**src/include/csc_defines.svh**
```systemverilog
// constants for the cold-reset strap capture and pin default logic
// assumes a single 200 MHz system clock
`ifndef CSC_DEFINES_SVH
`define CSC_DEFINES_SVH

// ============================================================
// strap vector layout
`define CSC_STRAP_W       8
`define CSC_SB_MULT_MSB   2
`define CSC_SB_MULT_LSB   0
`define CSC_SB_ORDER      3
`define CSC_SB_RSV_ACK    4
`define CSC_SB_RSV_STB    5
`define CSC_SB_TIMER      6
`define CSC_SB_RSV_A17    7
`define CSC_STRAP_RST     8'h80

// ============================================================
// clock multiplier codes and ratios
`define CSC_MULT_X2       3'h0
`define CSC_MULT_X3       3'h1
`define CSC_MULT_X4       3'h2
`define CSC_RATIO_X2      3'h2
`define CSC_RATIO_X3      3'h3
`define CSC_RATIO_X4      3'h4
`define CSC_RATIO_BAD     3'h0

// ============================================================
// general-purpose pin map
`define CSC_PIO_W         16
`define CSC_PIO_SER_DO    10
`define CSC_PIO_SER_CLK   9
`define CSC_PIO_SER_CS    8
`define CSC_PIO_SER_DI    7
`define CSC_PIO_CTS       15
`define CSC_PIO_DSR       14
`define CSC_PIO_DTR       13
`define CSC_PIO_RTS       12
`define CSC_PIO_UTX0      5
`define CSC_PIO_UTX1      3
`define CSC_PIO_RST_OE    16'h0700
`define CSC_PIO_RST_LVL   16'h0100

// ============================================================
// debug block address width (memory data bits 31..4)
`define CSC_BLK_W         28

// ============================================================
// timing
`define CSC_CLK_PERIOD_NS 5
`define CSC_COLD_MIN_MS   120
`define CSC_COLD_MIN_CYC  \
  ((`CSC_COLD_MIN_MS * 1000000 + `CSC_CLK_PERIOD_NS - 1) / `CSC_CLK_PERIOD_NS)
`define CSC_CNT_W         32

`endif

```
**src/include/csc_pkg.sv**
```systemverilog
// types shared by the strap capture block
// assumes csc_defines.svh is on the include path
`include "csc_defines.svh"

package csc_pkg;
  typedef logic [2:0]              csc_mult_t;
  typedef logic [2:0]              csc_ratio_t;
  typedef logic [`CSC_STRAP_W-1:0] csc_strap_t;
  typedef enum {CSC_CAPTURE, CSC_LOCKED} csc_state_t;
endpackage

```
**src/rtl/csc_pin_mux.sv**
```systemverilog
// per-pin output mux for the shared general-purpose pins
// assumes hold_i is high for the whole cold reset
`include "csc_defines.svh"

module csc_pin_mux #(
  parameter int                  N       = `CSC_PIO_W,
  parameter logic [N-1:0]        RST_OE  = `CSC_PIO_RST_OE,
  parameter logic [N-1:0]        RST_LVL = `CSC_PIO_RST_LVL
) (
  input  wire logic         clk_sys_i,   // system clock
  input  wire logic         reset_i,     // sync reset, active high
  input  wire logic         hold_i,      // force reset defaults
  input  wire logic [N-1:0] gpio_en_i,   // pin used as general purpose
  input  wire logic [N-1:0] gpio_out_i,  // general-purpose level
  input  wire logic [N-1:0] gpio_oe_i,   // general-purpose direction
  input  wire logic [N-1:0] func_out_i,  // function level
  input  wire logic [N-1:0] func_oe_i,   // function direction
  input  wire logic [N-1:0] pin_in_i,    // pad level
  output logic      [N-1:0] pin_out_o,   // pad drive level
  output logic      [N-1:0] pin_oe_o,    // pad drive enable
  output logic      [N-1:0] pin_in_q_o   // registered pad level
);

  // ============================================================
  // one registered cell per pin
  genvar g;
  generate
    for (g = 0; g < N; g++) begin : g_pin
      always_ff @(posedge clk_sys_i) begin
        if (reset_i || hold_i) begin
          pin_oe_o[g]  <= RST_OE[g];
          pin_out_o[g] <= RST_LVL[g];
        end else if (gpio_en_i[g]) begin
          pin_oe_o[g]  <= gpio_oe_i[g];
          pin_out_o[g] <= gpio_out_i[g];
        end else begin
          pin_oe_o[g]  <= func_oe_i[g];
          pin_out_o[g] <= func_out_i[g];
        end
      end

      always_ff @(posedge clk_sys_i) begin
        if (reset_i) begin
          pin_in_q_o[g] <= 1'b0;
        end else begin
          pin_in_q_o[g] <= pin_in_i[g];
        end
      end
    end
  endgenerate

endmodule

```
**src/rtl/csc_strap_cfg.sv**
```systemverilog
// cold-reset strap capture, debug pin reporting and pin defaults
// assumes straps and cold reset are synchronous to clk_sys_i
//
// Notes on behaviour
// - sample straps during cold reset, set config
// - multiplier code 0,1,2 gives x2,x3,x4
// - strap bit 3: 0 little, 1 big endian
// - strap bit 6: 0 enables timer interrupt
// - cpu/dma pin high for cpu, low dma
// - instr/data pin low data, high fetch
// - strobe at start with block address out
// - acknowledge pin marks returned data acknowledge
// - uart transmit pins reset as inputs
// - serial out, clock low; select high
// - serial data-in pin resets as input
// - satellite boot routes serial pins to eeprom
// - chip select picks general serial peripheral
// - serial pins map to pio 10,9,8,7
// - modem pins map to pio 15..12
`include "csc_defines.svh"

module csc_strap_cfg #(
  parameter int COLD_MIN_CYC = `CSC_COLD_MIN_CYC
) (
  input  wire logic                   clk_sys_i,        // system clock
  input  wire logic                   reset_i,          // sync reset
  input  wire logic                   cold_reset_n_i,   // cold reset, low
  input  wire logic [2:0]             pcst_i,           // multiplier strap
  input  wire logic                   addr17_i,         // strap bit 7 pin
  input  wire logic                   dbg_cpu_dma_n_i,  // pad level
  output logic                        dbg_cpu_dma_n_o,  // pad drive
  output logic                        dbg_cpu_dma_oe_o, // pad enable
  input  wire logic                   dbg_ack_n_i,      // pad level
  output logic                        dbg_ack_n_o,      // pad drive
  output logic                        dbg_ack_oe_o,     // pad enable
  input  wire logic                   dbg_ads_n_i,      // pad level
  output logic                        dbg_ads_n_o,      // pad drive
  output logic                        dbg_ads_oe_o,     // pad enable
  input  wire logic                   dbg_i_d_n_i,      // pad level
  output logic                        dbg_i_d_n_o,      // pad drive
  output logic                        dbg_i_d_oe_o,     // pad enable
  output logic [`CSC_BLK_W-1:0]       dbg_blk_addr_o,   // block address
  input  wire logic                   txn_start_i,      // transaction start
  input  wire logic                   txn_ack_i,        // data acknowledge
  input  wire logic                   txn_dma_i,        // from dma engine
  input  wire logic                   txn_data_i,       // data, not fetch
  input  wire logic [`CSC_BLK_W-1:0]  txn_blk_addr_i,   // block address
  output csc_pkg::csc_mult_t          clk_mult_code_o,  // multiplier code
  output csc_pkg::csc_ratio_t         core_clk_ratio_o, // core clk ratio
  output logic                        byte_order_strap_o, // 1 big endian
  output logic                        timer_irq_strap_o,  // 1 disables
  output logic                        timer_irq_en_o,   // timer irq on
  output logic                        strap_valid_o,    // straps locked
  output logic                        strap_fault_o,    // reserved misuse
  output logic                        cold_short_o,     // cold too short
  input  wire logic                   sat_boot_i,       // satellite boot
  input  wire logic                   ser_do_i,         // serial data out
  input  wire logic                   ser_clk_i,        // serial clock
  input  wire logic                   ser_cs_n_i,       // serial select
  input  wire logic                   boot_rom_do_i,    // eeprom data out
  input  wire logic                   boot_rom_clock_i, // eeprom clock
  output logic                        ser_di_o,         // serial data in
  input  wire logic [1:0]             uart_tx_i,        // uart tx levels
  input  wire logic [1:0]             uart_tx_en_i,     // tx pins enabled
  input  wire logic                   uart_dtr_n_i,     // modem dtr
  input  wire logic                   uart_rts_n_i,     // modem rts
  output logic                        uart_cts_n_o,     // modem cts
  output logic                        uart_dsr_n_o,     // modem dsr
  input  wire logic [`CSC_PIO_W-1:0]  gpio_en_i,        // pin as gpio
  input  wire logic [`CSC_PIO_W-1:0]  gpio_out_i,       // gpio level
  input  wire logic [`CSC_PIO_W-1:0]  gpio_oe_i,        // gpio direction
  input  wire logic [`CSC_PIO_W-1:0]  pio_in_i,         // pad levels
  output logic [`CSC_PIO_W-1:0]       pio_out_o,        // pad drive
  output logic [`CSC_PIO_W-1:0]       pio_oe_o          // pad enables
);
  import csc_pkg::*;

  csc_state_t                state_r;
  csc_strap_t                strap_r;
  csc_strap_t                strap_pins;
  logic                      run;
  logic                      release_ev;
  logic                      cold_q_r;
  logic [`CSC_CNT_W-1:0]     cold_cnt_r;
  logic [`CSC_PIO_W-1:0]     func_out;
  logic [`CSC_PIO_W-1:0]     func_oe;
  logic [`CSC_PIO_W-1:0]     pin_q;

  // ============================================================
  // strap capture
  assign strap_pins = {addr17_i, dbg_cpu_dma_n_i, dbg_ads_n_i,
                       dbg_ack_n_i, dbg_i_d_n_i, pcst_i};
  assign release_ev = cold_reset_n_i && !cold_q_r;
  assign run        = (state_r == CSC_LOCKED) && cold_reset_n_i;

  always_ff @(posedge clk_sys_i) begin
    if (reset_i) begin
      cold_q_r <= 1'b0;
    end else begin
      cold_q_r <= cold_reset_n_i;
    end
  end

  always_ff @(posedge clk_sys_i) begin
    if (reset_i) begin
      state_r <= CSC_CAPTURE;
    end else begin
      case (state_r)
        CSC_CAPTURE: if (release_ev) state_r <= CSC_LOCKED;
        CSC_LOCKED:  if (!cold_reset_n_i) state_r <= CSC_CAPTURE;
        default:     state_r <= CSC_CAPTURE;
      endcase
    end
  end

  // track pins while cold reset is low; last value stays at release
  always_ff @(posedge clk_sys_i) begin
    if (reset_i) begin
      strap_r <= `CSC_STRAP_RST;
    end else if (!cold_reset_n_i) begin
      strap_r <= strap_pins;
    end
  end

  assign clk_mult_code_o    = strap_r[`CSC_SB_MULT_MSB:`CSC_SB_MULT_LSB];
  assign byte_order_strap_o = strap_r[`CSC_SB_ORDER];
  assign timer_irq_strap_o  = strap_r[`CSC_SB_TIMER];
  assign timer_irq_en_o     = !strap_r[`CSC_SB_TIMER];
  assign strap_valid_o      = run;

  always_comb begin
    case (clk_mult_code_o)
      `CSC_MULT_X2: core_clk_ratio_o = `CSC_RATIO_X2;
      `CSC_MULT_X3: core_clk_ratio_o = `CSC_RATIO_X3;
      `CSC_MULT_X4: core_clk_ratio_o = `CSC_RATIO_X4;
      default:      core_clk_ratio_o = `CSC_RATIO_BAD;
    endcase
  end

  // reserved codes and reserved bits the board must not drive
  assign strap_fault_o = (core_clk_ratio_o == `CSC_RATIO_BAD) ||
                         strap_r[`CSC_SB_RSV_ACK] ||
                         strap_r[`CSC_SB_RSV_STB] ||
                         !strap_r[`CSC_SB_RSV_A17];

  // ============================================================
  // cold reset length check
  always_ff @(posedge clk_sys_i) begin
    if (reset_i || cold_reset_n_i) begin
      cold_cnt_r <= '0;
    end else if (cold_cnt_r != '1) begin
      cold_cnt_r <= cold_cnt_r + `CSC_CNT_W'(1);
    end
  end

  always_ff @(posedge clk_sys_i) begin
    if (reset_i) begin
      cold_short_o <= 1'b0;
    end else if (release_ev) begin
      cold_short_o <= (cold_cnt_r < `CSC_CNT_W'(COLD_MIN_CYC));
    end
  end

  // ============================================================
  // debug pins: straps in cold reset, transaction report afterwards
  always_ff @(posedge clk_sys_i) begin
    if (reset_i || !run) begin
      dbg_ads_n_o     <= 1'b1;
      dbg_ack_n_o     <= 1'b1;
      dbg_cpu_dma_n_o <= 1'b1;
      dbg_i_d_n_o     <= 1'b1;
    end else begin
      dbg_ads_n_o <= !txn_start_i;
      dbg_ack_n_o <= !txn_ack_i;
      if (txn_start_i || txn_ack_i) begin
        dbg_cpu_dma_n_o <= !txn_dma_i;
        dbg_i_d_n_o     <= !txn_data_i;
      end else begin
        dbg_cpu_dma_n_o <= 1'b1;
        dbg_i_d_n_o     <= 1'b1;
      end
    end
  end

  always_ff @(posedge clk_sys_i) begin
    if (reset_i) begin
      dbg_blk_addr_o <= '0;
    end else if (run && txn_start_i) begin
      dbg_blk_addr_o <= txn_blk_addr_i;
    end
  end

  // pins are inputs during cold reset so the straps can be read
  always_ff @(posedge clk_sys_i) begin
    if (reset_i) begin
      dbg_cpu_dma_oe_o <= 1'b0;
      dbg_ack_oe_o     <= 1'b0;
      dbg_ads_oe_o     <= 1'b0;
      dbg_i_d_oe_o     <= 1'b0;
    end else begin
      dbg_cpu_dma_oe_o <= run;
      dbg_ack_oe_o     <= run;
      dbg_ads_oe_o     <= run;
      dbg_i_d_oe_o     <= run;
    end
  end

  // ============================================================
  // shared pin functions
  always_comb begin
    func_out = '0;
    func_oe  = '0;
    func_oe[`CSC_PIO_SER_DO]   = 1'b1;
    func_oe[`CSC_PIO_SER_CLK]  = 1'b1;
    func_oe[`CSC_PIO_SER_CS]   = 1'b1;
    func_out[`CSC_PIO_SER_DO]  = sat_boot_i ? boot_rom_do_i : ser_do_i;
    func_out[`CSC_PIO_SER_CLK] = sat_boot_i ? boot_rom_clock_i : ser_clk_i;
    // general peripheral stays deselected while the eeprom is read
    func_out[`CSC_PIO_SER_CS]  = sat_boot_i ? 1'b1 : ser_cs_n_i;
    func_oe[`CSC_PIO_DTR]      = 1'b1;
    func_oe[`CSC_PIO_RTS]      = 1'b1;
    func_out[`CSC_PIO_DTR]     = uart_dtr_n_i;
    func_out[`CSC_PIO_RTS]     = uart_rts_n_i;
    func_oe[`CSC_PIO_UTX0]     = uart_tx_en_i[0];
    func_oe[`CSC_PIO_UTX1]     = uart_tx_en_i[1];
    func_out[`CSC_PIO_UTX0]    = uart_tx_i[0];
    func_out[`CSC_PIO_UTX1]    = uart_tx_i[1];
  end

  csc_pin_mux #(
    .N       (`CSC_PIO_W),
    .RST_OE  (`CSC_PIO_RST_OE),
    .RST_LVL (`CSC_PIO_RST_LVL)
  ) csc_pin_mux_i (
    .clk_sys_i  (clk_sys_i),
    .reset_i    (reset_i),
    .hold_i     (!cold_reset_n_i),
    .gpio_en_i  (gpio_en_i),
    .gpio_out_i (gpio_out_i),
    .gpio_oe_i  (gpio_oe_i),
    .func_out_i (func_out),
    .func_oe_i  (func_oe),
    .pin_in_i   (pio_in_i),
    .pin_out_o  (pio_out_o),
    .pin_oe_o   (pio_oe_o),
    .pin_in_q_o (pin_q)
  );

  assign ser_di_o     = pin_q[`CSC_PIO_SER_DI];
  assign uart_cts_n_o = pin_q[`CSC_PIO_CTS];
  assign uart_dsr_n_o = pin_q[`CSC_PIO_DSR];
endmodule

```
**config.mk**
```make
export PLATFORM = sky130hd
export DESIGN_NAME = csc_strap_cfg
export DESIGN_NICKNAME = d
export VERILOG_FILES = /design/src/include/csc_pkg.sv /design/src/rtl/csc_pin_mux.sv /design/src/rtl/csc_strap_cfg.sv
export VERILOG_INCLUDE_DIRS = /design/src /design/src/include
export SDC_FILE = /design/constraint.sdc
export NUM_CORES = 1
export LEC_CHECK = 0
export BUFFER_PORTS_ARGS = -buffer_cell sky130_fd_sc_hd__clkbuf_2
export CORE_MARGIN = 2
export CORE_UTILIZATION = 50
export DETAILED_ROUTE_END_ITERATION = 7
export GPL_TIMING_DRIVEN = 1
export HOLD_SLACK_MARGIN = 0.06
export PLACE_DENSITY = 0.83
export SYNTH_ARGS = -nofsm -noshare
export SYNTH_HDL_FRONTEND = slang
export SYNTH_HIERARCHICAL = 1
export SYNTH_SLANG_ARGS = --single-unit
```
**constraint.sdc**
```tcl
create_clock -name clk_sys_i -period 4.6 [get_ports clk_sys_i]
set_clock_uncertainty 0.05 [all_clocks]
set_input_delay 0.92 -clock clk_sys_i [delete_from_list [all_inputs] [get_ports clk_sys_i]]
set_output_delay 0.92 -clock clk_sys_i [all_outputs]
set_load 0.1 [all_outputs]
```
==> Word level (Yosys, flattened, before mapping) <==
Cells that the tools add are included.
{ "totals": {"output_inout_bits": 83, "ff_bits": 142, "word_cells": 122, "inputBits": 119} }
{ "classes": {"n_reduce_logical": 36, "mux": 18, "n_addsub": 1, "n_eq_ne": 7, "magnitude_cmp": 1, "bitwise": 13} }
{ "ops": {"columns": ["operator", "n"], "rows": [
  ["$mux W32", 2],
  ["$pmux W32 S2", 1],
  ["$add A32 B1 Y32 const B", 1],
  ["$eq A32 B1 Y1 const B", 1],
  ["$eq A32 B2 Y1 const B", 1],
  ["$logic_not A32 Y1", 1],
  ["$lt A32 B25 Y1 const B", 1],
  ["$ne A32 B32 Y1 const B", 1],
  ["$reduce_or A2 Y1", 13],
  ["$mux W1", 14],
  ["$not A1 Y1", 13],
  ["$logic_not A1 Y1", 9],
  ["$pmux W3 S3", 1],
  ["$logic_or A1 B1 Y1", 7],
  ["$logic_not A3 Y1", 2],
  ["$ne A2 B2 Y1 const B", 2],
  ["$eq A3 B1 Y1 const B", 1],
  ["$eq A3 B2 Y1 const B", 1],
  ["$logic_and A1 B1 Y1", 3],
  ["$reduce_and A2 Y1", 1]
]} }

==> Logic depth before layout (Yosys ltp) <==
{ "logic_depth": {"word_depth": 6, "depth_mapped": 7} }

==> Hierarchy <==
The synthesis kept the hierarchy.
{ "modules_own_cells": {"columns": ["module", "cells_each", "area_each_um2", "n_inst"], "rows": [
  ["csc_strap_cfg", 394, 3244.4, 1],
  ["csc_pin_mux", 134, 1560.2, 1]
]} }

==> Least setup slack after synthesis <==
OpenSTA, ideal clock, no wires.
{ "synth_timing": {"path_kind": "flip-flop to output port", "start": "reg strap_r[1]", "end": "out strap_fault_o", "stages_incl_launch_ff": 3, "path_buffers": 0, "slack_ps": -528, "arrival_time_ps": 4158, "path_cell_list": "dfxtp_1 nor3b_1 o211ai_1"} }
{ "synth_between": {"elab_chain_len": 6, "word_cells_on_any_way": 8, "cone_classes": "eq/ne: 2; mux: 1; reduce/logical: 5"} }
{ "synth_rtl": {"columns": ["element", "line", "source"], "rows": [
  ["start: declaration", "csc_strap_cfg.sv:79", "csc_strap_t strap_r;"],
  ["start signal: assignment", "csc_strap_cfg.sv:119", "strap_r <= `CSC_STRAP_RST;"],
  ["start signal: assignment", "csc_strap_cfg.sv:121", "strap_r <= strap_pins;"],
  ["$eq A3 B2 Y1, or another cell as far along", "csc_strap_cfg.sv:132", "case (clk_mult_code_o)"],
  ["$pmux W3 S3 *", "csc_strap_cfg.sv:132", null],
  ["named net core_clk_ratio_o[2]", "csc_strap_cfg.sv:49", "output csc_pkg::csc_ratio_t core_clk_ratio_o,"],
  ["$logic_not A3 Y1 (no line) *", null, null],
  ["$logic_or A1 B1 Y1 * (3 in series)", "csc_strap_cfg.sv:141", "assign strap_fault_o = (core_clk_ratio_o == `CSC_RATIO_BAD) ||"],
  ["end: declaration", "csc_strap_cfg.sv:54", "output logic strap_fault_o,"]
]} }
The timed path passes the listed nets; every way through them passes the cells marked *.

==> Worst setup path after layout <==
{ "layout_timing": {"start": "in cold_reset_n_i", "end": "out strap_valid_o"} }
{ "layout_between": {"elab_chain_len": 1} }
{ "layout_rtl": {"columns": ["element", "line", "source"], "rows": [
  ["start: declaration", "csc_strap_cfg.sv:27", "input wire logic cold_reset_n_i,"],
  ["$logic_and A1 B1 Y1", "csc_strap_cfg.sv:94", "assign run = (state_r == CSC_LOCKED) && cold_reset_n_i;"],
  ["end: declaration", "csc_strap_cfg.sv:53", "output logic strap_valid_o,"]
]} }
No other way between the ends.

==> results by group <==
Clock network
  – Num CTS Buffers: 9
  – CTS max path bufs: 2
  – Clk slew on worst S/H paths: 100 ps
  – # resized after CTS: 0
  – Sink Count: 111
  – Skew-Pair Late Insertion Delay: about 370 ps
  – Root Driver: clkbuf_8
  – CTS tree: yes
  – Hold_buf cts: 0
  – Postcts setup bufs: 0
  – Max H-tree Level: 3

Placed design
  – I/O Buffers: between 150 and 200
  – DP Cell Count: 795
  – Final GP Congestion: 0.894
  – Detailed Place HPWL: 8370 um

Worst setup path
  – CP startpoint kind: input pin
  – WP data arrival: 2120 ps
  – Worst EP required: 3630 ps
  – Critical path class: in2out
  – CP delay by family, top: buffers and inverters
  – Most Frequent Cell on Critical Path: clkbuf_2
  – Crit path largest cell delay: 490 ps
  – Crit-path slowest cell: clkbuf_2
  – Worst path cell trace: clkbuf_2 -> inv_1 -> nor2_1 -> clkbuf_2
  – Critical path peak fanout: 12
  – WP buf/inv: 3
  – CP endpoint kind: output port

Cells and area
  – Fraction of layout cells with a size suffix above 1: a little under a third
  – Antenna diodes: 0
  – Final cell count without fillers: 810
  – Layout area overhead: 27.7%
  – Total Nets Final: between 800 and 900

Global routing
  – Initial antenna violation count: 0
  – Vias in the first global route: 3945
  – All-layer global routing usage: 22.4%
  – Global-route wire length before repair: 17900 um
  – Largest net degree at the start of global routing: 44
  – Gr ovfl total: 0

Pwr
  – Switch share: a little under a third
  – Leakage power: ~2.5 nW
  – Power Density: 349 mW/mm^2
  – Comb pwr share: between 10% and 20%
  – Internal: 1.37 mW
  – Peak VDD IR: 0.200 mV
  – Sw Pwr: 0.614 mW
  – Power share of the clock group: 32.0%
  – Flop pwr share: 50.2%

Job
  – Max_cap viols: 0

Timing
  – Tcrit/Tclk final: 67.2%
  – Post-route minimum period: 3090 ps
  – Final Setup Violations: 0
  – RSZ-0062 raised after global routing: no
  – Sum Neg Setup Slack: 0 ps
  – Max Freq: between 300 and 400 MHz
  – Worst Tran Pin Value: approximately 980 ps
  – Hold Vio Cnt, Final: 0
  – Final slew viol count: 0
  – Worst slew margin: 34.3%

Floorplanning
  – Die Wd: a little under 100 um
  – Core area: between 0.008 and 0.009 mm^2
  – Initial Util: between 50 and 60%
  – Die Area: 0.00968 mm^2
  – Rows: 34
  – Die Ht: 98.4 um
  – Io pins: 202

Yosys
  – Post-synth design cell area: 0.00446 mm^2
  – Synthesized area per cell: a little under 9 um^2
  – Mapped Cells: 502
  – Yosys warns: 6

Drt
  – Wirelength per Cell: around 14 um
  – DRC: 0
  – TritonRoute pass-1 iters: 4
  – Antenna Nets Post-Route: 0
  – Initial DRC count: 199
  – Vias: 4198
  – Via density: 5.18
  – Drt total wl: approximately 11000 um

Worst hold path
  – Worst hold path type: reg2reg

Status
  – Status: finished, final reports clean
==> power by group through the flow <==
stage	clock network [mW]	registers, mW	logic, mW
floorplan	0	1.18	0.115
global placement	0	1.02	0.351
detailed placement	0	1.02	0.356
CTS	0.652	0.998	0.356
global route	0.696	1.00	0.373
finish	0.636	0.998	0.355
==> per-stage QoR <==
| stage | power, mW | hold slack (ps) | util (%) | instance area [um^2] | setup WS [ps] |
|---|---|---|---|---|---|
| after global routing | 2.07 | 426 | 65.6 | 5690 | 1430 |
| final | 1.99 | 409 | 65.6 | 5690 | 1510 |
| after global placement | 1.37 | 392 | 63.1 | 5480 | 1560 |
| after floorplan | 1.29 | 385 | - | 4540 | 842 |
| after detailed placement | 1.38 | 397 | 63.1 | 5480 | 1520 |
| after CTS | 2.01 | 412 | 65.6 | 5690 | 1520 |
==> cell type report <==
class | count | area [um^2]
inverters | 10 | 37.5
well taps | 108 | 135
repair buffers | 189 | 948
flip-flops and latches | 111 | 2220
fillers | 718 | 2990
clock buffers | 9 | 124
multi-input cells | 377 | 2130
clock inverters | 6 | 92.6
==> flip-flops by register name, indices dropped and copies added, names as in the netlist <==
register	count
cold_cnt_r	32
dbg_blk_addr_o	28
csc_pin_mux_i/pin_oe_o	16
csc_pin_mux_i/pin_out_o	16
strap_r	8
csc_pin_mux_i/pin_in_q_o	3
cold_q_r	1
cold_short_o	1
dbg_ack_n_o	1
dbg_ads_n_o	1
dbg_cpu_dma_n_o	1
dbg_i_d_n_o	1
dbg_i_d_oe_o	1
state_r	1
==> per-layer routing <==
metal	vias up	GRT usage, %	part of all wire (%)
li1	2116	-	-
met1	1935	27.7	42
met2	134	39.3	52
met3	13	4.72	5.3
met4	0	6.43	1.3
met5	-	0	0
==> path summary, 6_finish.rpt <==
check	from	to	slack (ps)	cells past startpoint
worst min register to register	dbg_blk_addr_o[16]	dbg_blk_addr_o[16]	410	2
worst min-delay path	dbg_blk_addr_o[16]	dbg_blk_addr_o[16]	410	2
worst max-delay path	cold_reset_n_i	strap_valid_o	1510	4
worst max register to register	cold_cnt_r[0]	cold_cnt_r[30]	2160	6
==> cells in the final DEF, fill, tap and decap left out, drive strengths merged, types with 12 or more instances in the layout <==
master  count
nor2       52
or3        12
inv        12
nand2      89
o21ai      16
nand4      13
dfxtp     111
mux2i      42
clkbuf    197
a21oi      50
conb       23
==> tightest hold or removal path, cell delays in order, from the launching register on <==
cell	delay [ps]
dfxtp_1	320
nand2_1	50
a21oi_1	50
Note: power is estimated with default switching activity, not from simulation.
